===== config.mk =====
export PLATFORM = sky130hd
export DESIGN_NAME = adc_converter_end_flat
export DESIGN_NICKNAME = d
export VERILOG_FILES = /design/src/core/adc_out_pkg.sv /design/src/core/adc_link_if.sv /design/src/core/adc_converter_end.sv /design/src/flat_wrapper.sv
export SDC_FILE = /design/constraint.sdc
export NUM_CORES = 1
export LEC_CHECK = 0
export ABC_AREA = 1
export BUFFER_PORTS_ARGS = -buffer_cell sky130_fd_sc_hd__clkbuf_2
export CORE_AREA = 2 2 93 140
export CTS_CLUSTER_DIAMETER = 50
export CTS_CLUSTER_SIZE = 24
export DETAILED_ROUTE_END_ITERATION = 6
export DIE_AREA = 0 0 95 142
export PLACE_DENSITY = 0.42
export REMOVE_ABC_BUFFERS = 1
export SLEW_MARGIN = 20
export SYNTH_ARGS = -nofsm -noshare
export SYNTH_HDL_FRONTEND = slang
export SYNTH_SLANG_ARGS = --single-unit

===== constraint.sdc =====
create_clock -name clk_i -period 2.5 [get_ports clk_i]
set_input_delay 0 -clock clk_i [delete_from_list [all_inputs] [get_ports clk_i]]
set_output_delay 0 -clock clk_i [all_outputs]
set_load 0.02 [all_outputs]

===== src/core/adc_out_pkg.sv =====
package adc_out_pkg;
    // ------------------------------------------------------------
    // Widths and codes
    // ------------------------------------------------------------
    localparam int DATA_W = 12;
    localparam logic [11:0] CODE_ZERO = 12'h000;
    localparam logic [11:0] CODE_MID = 12'h800;
    localparam logic [11:0] CODE_FULL = 12'hFFF;
    localparam logic [11:0] MSB_MASK = 12'h800;
    // ------------------------------------------------------------
    // Timing
    // ------------------------------------------------------------
    localparam int CLK_PERIOD_NS = 8;
    localparam int SAMPLE_DIV = 4;
    localparam logic [1:0] SAMPLE_DIV_LAST = 2'(SAMPLE_DIV - 1);
    localparam int PIPE_LATENCY = 3;
    localparam logic [1:0] PHASE_RESET = 2'h0;
    localparam logic [11:0] DATA_RESET = 12'h800;
    localparam int BUF_DEPTH = 2;
endpackage : adc_out_pkg


===== src/core/adc_link_if.sv =====
`timescale 1ns/100ps
`default_nettype none
interface adc_link_if;
    logic [11:0] data;
    logic out_of_range_flag;
    logic valid;
    logic ready;
    modport converter (output data, output out_of_range_flag, output valid, input ready);
    modport capture (input data, input out_of_range_flag, input valid, output ready);
endinterface : adc_link_if
`default_nettype wire


===== src/core/adc_converter_end.sv =====
`timescale 1ns/100ps
`default_nettype none
// Function
// - Results are unsigned straight binary, monotonic
// - Below range 000, zero 800, top FFF
// - Capture inverts MSB for two's complement
// - Flag travels with its sample's data
// - Flag high below negative or at positive reference
// - Flag clears only with next in-range sample
// - Capture decodes under/over range from flag, MSB
// - Conversion timing from both sample clock phases
// - Sample clock duty cycle kept within limits
// - Derived sample clock retimed by original clock
module adc_converter_end (
    // System clock, the only clock of the block
    input wire logic clk_i,
    // Synchronous reset, active low
    input wire logic resetn_i,
    // Model of the analog difference, in LSB
    input wire logic signed [12:0] diff_code_i,
    // High on the rising phase of the sample clock
    output logic sample_tick_o,
    // Sticky: a sample was lost to a full buffer
    output logic overflow_o,
    // Link to the capture end
    adc_link_if.converter link
);

    // ------------------------------------------------------------
    // State
    // ------------------------------------------------------------
    typedef struct packed {
        // Position within the sample clock period
        logic [1:0] phase;
        // Conversion pipeline, newest stage at index 0
        logic [2:0][11:0] pipe_data;
        logic [2:0] pipe_flag;
        logic [2:0] pipe_vld;
        // Two-entry output buffer, flag in bit 12
        logic [1:0][12:0] buf_word;
        logic [1:0] buf_vld;
        // Sticky dropped-sample indicator
        logic overflow;
    } conv_state_t;

    conv_state_t st;
    conv_state_t next_st;

    // ------------------------------------------------------------
    // Internal signals
    // ------------------------------------------------------------
    // Sample clock phase decode
    logic rise_tick;
    logic fall_tick;
    logic last_phase;

    // Quantiser results
    logic below_range;
    logic above_range;
    logic [11:0] in_code;
    logic [11:0] code;
    logic flag;

    // Buffer handshake
    logic [12:0] out_word;
    logic out_ready;
    logic push;
    logic pop;
    logic head_free;
    logic tail_free;

    // ------------------------------------------------------------
    // Sample clock phases
    // ------------------------------------------------------------
    // Sample clock is a divided phase count of clk_i, so both of
    // its edges are plain decodes of one register in one domain.
    // Rising phase samples, falling phase moves results out.
    assign last_phase = (st.phase == adc_out_pkg::SAMPLE_DIV_LAST);
    assign rise_tick = (st.phase == adc_out_pkg::PHASE_RESET);
    assign fall_tick = (st.phase == 2'(adc_out_pkg::SAMPLE_DIV / 2));
    assign sample_tick_o = rise_tick;

    // ------------------------------------------------------------
    // Quantiser
    // ------------------------------------------------------------
    // In-range window is -2048..2047 in LSB.
    // Equal to the negative reference is still in range.
    assign below_range = (diff_code_i < -13'sd2048);
    assign above_range = (diff_code_i > 13'sd2047);
    assign in_code = diff_code_i[11:0] ^ adc_out_pkg::MSB_MASK;

    // Flag is per sample: the first in-range conversion clears it
    always_comb begin
        if (below_range) begin
            code = adc_out_pkg::CODE_ZERO;
            flag = 1'b1;
        end else if (above_range) begin
            code = adc_out_pkg::CODE_FULL;
            flag = 1'b1;
        end else begin
            code = in_code;
            flag = 1'b0;
        end
    end

    // ------------------------------------------------------------
    // Output buffer control
    // ------------------------------------------------------------
    // Data and flag leave the pipeline as one word
    assign out_word = {st.pipe_flag[2], st.pipe_data[2]};
    assign out_ready = link.ready;
    // Head leaves whenever the capture end is ready
    assign pop = st.buf_vld[0] && out_ready;
    // One push per sample period, at the falling phase
    assign push = fall_tick && st.pipe_vld[2];

    // Slot state after this cycle's pop
    always_comb begin
        head_free = 1'b0;
        tail_free = 1'b0;
        case (st.buf_vld)
            2'b00: begin
                head_free = 1'b1;
                tail_free = 1'b1;
            end
            2'b01: begin
                head_free = pop;
                tail_free = 1'b1;
            end
            default: begin
                head_free = 1'b0;
                tail_free = pop;
            end
        endcase
    end

    // ------------------------------------------------------------
    // Next state
    // ------------------------------------------------------------
    always_comb begin
        next_st = st;
        // Phase counter: one sample clock period per wrap
        if (last_phase) begin
            next_st.phase = adc_out_pkg::PHASE_RESET;
        end else begin
            next_st.phase = st.phase + 2'h1;
        end

        // Data and flag share one pipeline, so equal latency
        if (rise_tick) begin
            next_st.pipe_data = {st.pipe_data[1:0], code};
            next_st.pipe_flag = {st.pipe_flag[1:0], flag};
            next_st.pipe_vld = {st.pipe_vld[1:0], 1'b1};
        end

        // Second entry moves up when the head is taken
        if (pop) begin
            next_st.buf_word[0] = st.buf_word[1];
            next_st.buf_word[1] = '0;
            next_st.buf_vld = {1'b0, st.buf_vld[1]};
        end

        // Converter cannot stall: a full buffer drops the sample
        // and leaves the sticky overflow set until reset.
        if (push) begin
            if (head_free) begin
                next_st.buf_word[0] = out_word;
                next_st.buf_vld[0] = 1'b1;
            end else if (tail_free) begin
                next_st.buf_word[1] = out_word;
                next_st.buf_vld[1] = 1'b1;
            end else begin
                next_st.overflow = 1'b1;
            end
        end
    end

    // ------------------------------------------------------------
    // Registers
    // ------------------------------------------------------------
    // Pipeline idles at mid code with the flag low
    always_ff @(posedge clk_i) begin
        if (!resetn_i) begin
            st.phase <= adc_out_pkg::PHASE_RESET;
            st.pipe_data <= {3{adc_out_pkg::DATA_RESET}};
            st.pipe_flag <= 3'h0;
            st.pipe_vld <= 3'h0;
            st.buf_word <= '0;
            st.buf_vld <= 2'h0;
            st.overflow <= 1'b0;
        end else begin
            st <= next_st;
        end
    end

    // ------------------------------------------------------------
    // Link and status outputs
    // ------------------------------------------------------------
    // Head of the buffer drives the link straight from flip-flops
    assign link.data = st.buf_word[0][11:0];
    assign link.out_of_range_flag = st.buf_word[0][12];
    assign link.valid = st.buf_vld[0];
    assign overflow_o = st.overflow;
endmodule : adc_converter_end
`default_nettype wire


===== src/flat_wrapper.sv =====
// flat-port wrapper written by rule: the top's interface ports become plain ports
module adc_converter_end_flat 
  (clk_i, resetn_i, diff_code_i, sample_tick_o, overflow_o, link_data, link_out_of_range_flag, link_valid, link_ready);
  adc_link_if link_i ();
  input wire logic clk_i;
  input wire logic resetn_i;
  input wire logic signed [12:0] diff_code_i;
  output logic sample_tick_o;
  output logic overflow_o;
  output wire logic [$bits(link_i.data)-1:0] link_data;
  output wire logic [$bits(link_i.out_of_range_flag)-1:0] link_out_of_range_flag;
  output wire logic [$bits(link_i.valid)-1:0] link_valid;
  input wire logic [$bits(link_i.ready)-1:0] link_ready;
  assign link_data = link_i.data;
  assign link_out_of_range_flag = link_i.out_of_range_flag;
  assign link_valid = link_i.valid;
  assign link_i.ready = link_ready;
  adc_converter_end u_core (.clk_i(clk_i), .resetn_i(resetn_i), .diff_code_i(diff_code_i), .sample_tick_o(sample_tick_o), .overflow_o(overflow_o), .link(link_i));
endmodule

Yosys cells after proc, flatten, opt, wreduce, memory -nomap -nowiden
Index checks and enable logic that the tools add are counted.
{ "totals": {"regBits": 73, "out_inout_bits": 16} }
{ "op_classes": {"add_sub_neg": 1, "order_cmp": 2, "eq_ne": 3, "muxes": 16, "n_bitwise": 4, "reduce_logical": 7} }
{ "op_table": {"columns": ["op", "n"], "rows": [
  ["$mux W13", 3],
  ["$mux W29", 1],
  ["$mux W28", 1],
  ["$mux W12", 2],
  ["$gt A13 B12 Y1 const B", 1],
  ["$lt A13 B12 Y1 const B", 1],
  ["$mux W1", 8],
  ["$eq A2 B2 Y1 const B", 2],
  ["$logic_not A2 Y1", 2],
  ["$not A1 Y1", 4],
  ["$reduce_or A2 Y1", 2],
  ["$reduce_and A3 Y1", 1],
  ["$add A2 B1 Y2 const B", 1],
  ["$eq A2 B1 Y1 const B", 1],
  ["$logic_and A1 B1 Y1", 2],
  ["$pmux W1 S2", 1]
]} }

Depth between registers and ports, before layout
{ "logic_depth": {"ltp_word": 6, "depth_mapped": 9, "mapped_depth_nobuf": 8} }

Worst setup path before layout
OpenSTA, ideal clock, no wires.
{ "synth_path": {"path_type": "flip-flop to flip-flop", "start": "reg u_core.st[71] (netlist name)", "end": "reg u_core.st[32] (netlist name)", "setup_time_ns": 0.109, "t_arrival_ns": 1.295, "required_time_ns": 2.391, "setup_slack_ns": 1.096, "stages_incl_launch_ff": 9, "n_path_buf": 1, "synth_period_minus_slack_ns": 1.404, "cell_sequence": "dfxtp_1 inv_1 ha_1 inv_2 a21oi_1 buf_2 o21ai_0 nand2_1 inv_1"} }
{ "synth_between": {"elab_chain_cells": 1} }
{ "synth_rtl": {"columns": ["element", "line", "rtl"], "rows": [
  ["start, declared", "adc_converter_end.sv:46", "conv_state_t st;"],
  ["start signal, assigned", "adc_converter_end.sv:192", "st <= next_st;"],
  ["$logic_not A2 Y1", "adc_converter_end.sv:79", "assign rise_tick = (st.phase == adc_out_pkg::PHASE_RESET);"],
  ["via sample_tick_o", "flat_wrapper.sv:8", "output logic sample_tick_o;"]
]} }
The timed path passes the listed nets, and every way through them passes these cells.
A chain may end at the register's enable or synchronous reset.

Worst setup path in the final report
{ "layout_path": {"start": "reg u_core.st[71] (netlist name)", "end": "reg u_core.st, in the netlist u_core.link.data[4]"} }
{ "layout_between": {"elab_chain_cells": 3} }
{ "layout_rtl": {"columns": ["element", "line", "rtl"], "rows": [
  ["$eq A2 B2 Y1", "adc_converter_end.sv:80", "assign fall_tick = (st.phase == 2'(adc_out_pkg::SAMPLE_DIV / 2));"],
  ["$logic_and A1 B1 Y1", "adc_converter_end.sv:115", "assign push = fall_tick && st.pipe_vld[2];"],
  ["$mux W29", "adc_converter_end.sv:165", "if (push) begin"]
]} }
No other way between the ends.

==> flow_metrics.tcl <==
set metrics [dict create \
    status "complete, no violations" \
    power_density_nw_per_um2 827 \
    grt_use_total_pct 10.7 \
    antenna_cells 0 \
    ys_ff_latch 73 \
    rsz0062_at_grt "false" \
    grt_pass1_vias 2412 \
    drv_cap 0 \
    worst_skew_pair.late_latency_ns 0.32 \
    clkTransAtPathRegs_ns 0.05 \
    synth_cell_type_count 20 \
    finClkSkew_ns 0.00371 \
    startpoint_type "flop" \
    numCtsBuffers 9 \
    clk_path_buf_depth 2 \
    pre_cts_slack_ns 0.804 \
    critPathRequiredTime_ns 2.76 \
    ant_nets 0 \
    min_path_type "primary input to flop" \
    stdcell_count 589 \
    wirelength_um 6410 \
    place_inst 561 \
    leakagePower_nw 1.64 \
    synthesis.area_sq_um 3020 \
    clock_sinks 73 \
    syn_inst 407 \
    cp-end-kind "flop" \
    num_vias 2465 \
    htreeDepth 3 \
    rows 50 \
    grt_use_met3_pct 2.91 \
    post-route-period-util_pct 67.3 \
    ioPinCount 32 \
    drt_pass1_iterations 4 \
    grt_pass1_wl_um 11400 \
    grt_antenna_before_repair 0 \
    final_max_slew_viol_count 0 \
    synth_compound_area_share_pct 11.3 \
    layout_commonest_cell "nor2_1" \
    io_buffers 31 \
    syn_avg_cell_area_sq_um 7.42 \
    setup_viol 0 \
    die_w_um 95 \
    avgViaCountPerCell 4.19 \
    die-area_sq_um 13500 \
    cts_tree "yes" \
    synthXorXnorAreaFrac_pct 0 \
    cts_root_buf "clkbuf_16" \
    layout_min_cycle_time_ns 1.68 \
    gp_congestion 0.679 \
    drc 0 \
    nets 447 \
    fin_util_pct 29.2 \
    fin_ws_ns 0.817 \
    start_util_pct 24.5 \
    synth_mux_area_share_pct 0 \
    layout-drive-gt1-share_pct 15.0 \
    grt_max_degree 55 \
    yosysWarnings 0 \
    critical_path_class "flop to flop" \
    arrival_ns 1.94 \
    yosysTopAreaCellShare_pct 48.4 \
    hpwlAfterDp_um 4070 \
    grt-busiest-layer "met2" \
    yosysSeqAreaShare_pct 48.4 \
    worstMarginPinSlew_ns 0.715 \
    slew_headroom_pct 52.3 \
    wl_per_cell_um 10.9 \
    path_max_fanout 19 \
    die_y_um 142 \
    synth_top_family_by_area "simple AND/OR/NAND/NOR gates" \
    grtUsageMet1_pct 12.8 \
    syn2layout_area_growth_pct 19.3 \
    fmaxAchievable_ghz 0.594 \
    first_iter_violations 95 \
    yosys.area_share.simple_pct 30.1 \
    finalHoldViolations 0 \
    core_area_sq_um 12300 \
    met2_usage_pct 17.7 \
    cts_resized 0 \
    yosys.area_share.adder_pct 1.24 \
    synth_top_area_cell "dfxtp_1" \
    layout_common_cells "nor2_1 (102), nand2_1 (77), dfxtp_1 (73)" \
    overflow 0 \
    finalPower_mw 2.98 \
    peakVddDrop_mv 0.303 \
    fin_setup_tns_ns 0 \
    synth.area.top_cells "dfxtp_1 (48%), nor2_1 (13%), nand2_1 (9.6%), o21ai_0 (8.0%), nand3_1 (3.3%)" \
]
worst paths after layout:
path | cells after the start | end | slack (ns) | startpoint
worst min-delay path | 5 | u_core.st[32]$_SDFFE_PN0P_ | 0.04 | diff_code_i[11]
worst max-delay path | 8 | u_core.link.data[4]$_SDFF_PN0_ | 0.82 | u_core.st[71]$_SDFF_PP0_
worst min register to register | 2 | u_core.st[58]$_SDFFE_PN1P_ | 0.45 | u_core.st[58]$_SDFFE_PN1P_
worst max register to register | 8 | u_core.link.data[4]$_SDFF_PN0_ | 0.82 | u_core.st[71]$_SDFF_PP0_
worst max-delay path, cell delays in order, from the launching register on:
cell and delay (ns):
dfxtp_1 0.32, inv_1 0.09, ha_1 0.15, nand2_1 0.05
inv_1 0.20, nand3_4 0.26, inv_1 0.34, nor2_1 0.07
nor2_1 0.11
cells in the mapped netlist:
cell	n
nor2_1	102
nand2_1	77
dfxtp_1	73
o21ai_0	48
nand3_1	20
a21oi_1	19
buf_4	13
clkbuf_1	13
inv_1	8
buf_2	7
nand2_2	7
buf_6	4
nand2_4	4
ha_1	3
inv_2	3
nand3_4	2
a31oi_1	1
clkinv_1	1
nor3_1	1
nor3b_1	1
report_power, final:
| part | total (mW) | internal (mW) | switching (mW) |
|---|---|---|---|
| Combinational | 0.341 | 0.124 | 0.217 |
| Clock | 1.30 | 0.853 | 0.451 |
| Sequential | 1.34 | 1.27 | 0.0610 |
kinds of logic (layout without fill, tap and decap cells):
family | count (synthesis) | after routing
AOI/OAI and AO/OA | 68 | 68
and+or+nand+nor | 214 | 214
buffers and inverters | 49 | 75
DFF | 73 | 73
adders and majority gates | 3 | 3
routing by layer:
metal	vias up	wire, um
li1	1327	-
met1	1099	3050
met2	32	3030
met3	7	210
met4	0	129
met5	-	0
sequential cells by signal (all words and copies together) (netlist names), named ones only:
signal and flops:
u_core.link.data 12, u_core.link.out_of_range_flag 1, u_core.out_word 13, u_core.overflow_o 1, u_core.st 45
cell type report:
| cell class | instances | area, sq um |
|---|---|---|
| flip-flops and latches | 73 | 1460 |
| clock inverters | 2 | 35.0 |
| multi-input cells | 285 | 1290 |
| fillers | 1352 | 8720 |
| clock buffers | 14 | 274 |
| repair buffers | 47 | 305 |
| well taps | 156 | 195 |
| inverters | 12 | 45.0 |
per-stage QoR:
| stage | hold WS [ns] | area (sq um) |
|---|---|---|
| 3_3_place_gp | 0.252 | 3170 |
| 3_5_place_dp | 0.246 | 3170 |
| 2_1_floorplan | 0.0841 | 2790 |
| 5_1_grt | 0.113 | 3600 |
| 6_report | 0.0417 | 3600 |
| 4_1_cts | 0.0345 | 3600 |
timing repair:
item,4_1_cts,5_1_grt
hold buffers,12,0
endpoints found under the hold margin,13,0
buffers inserted,0,0
No activity file was read; power rests on OpenSTA's default activity.
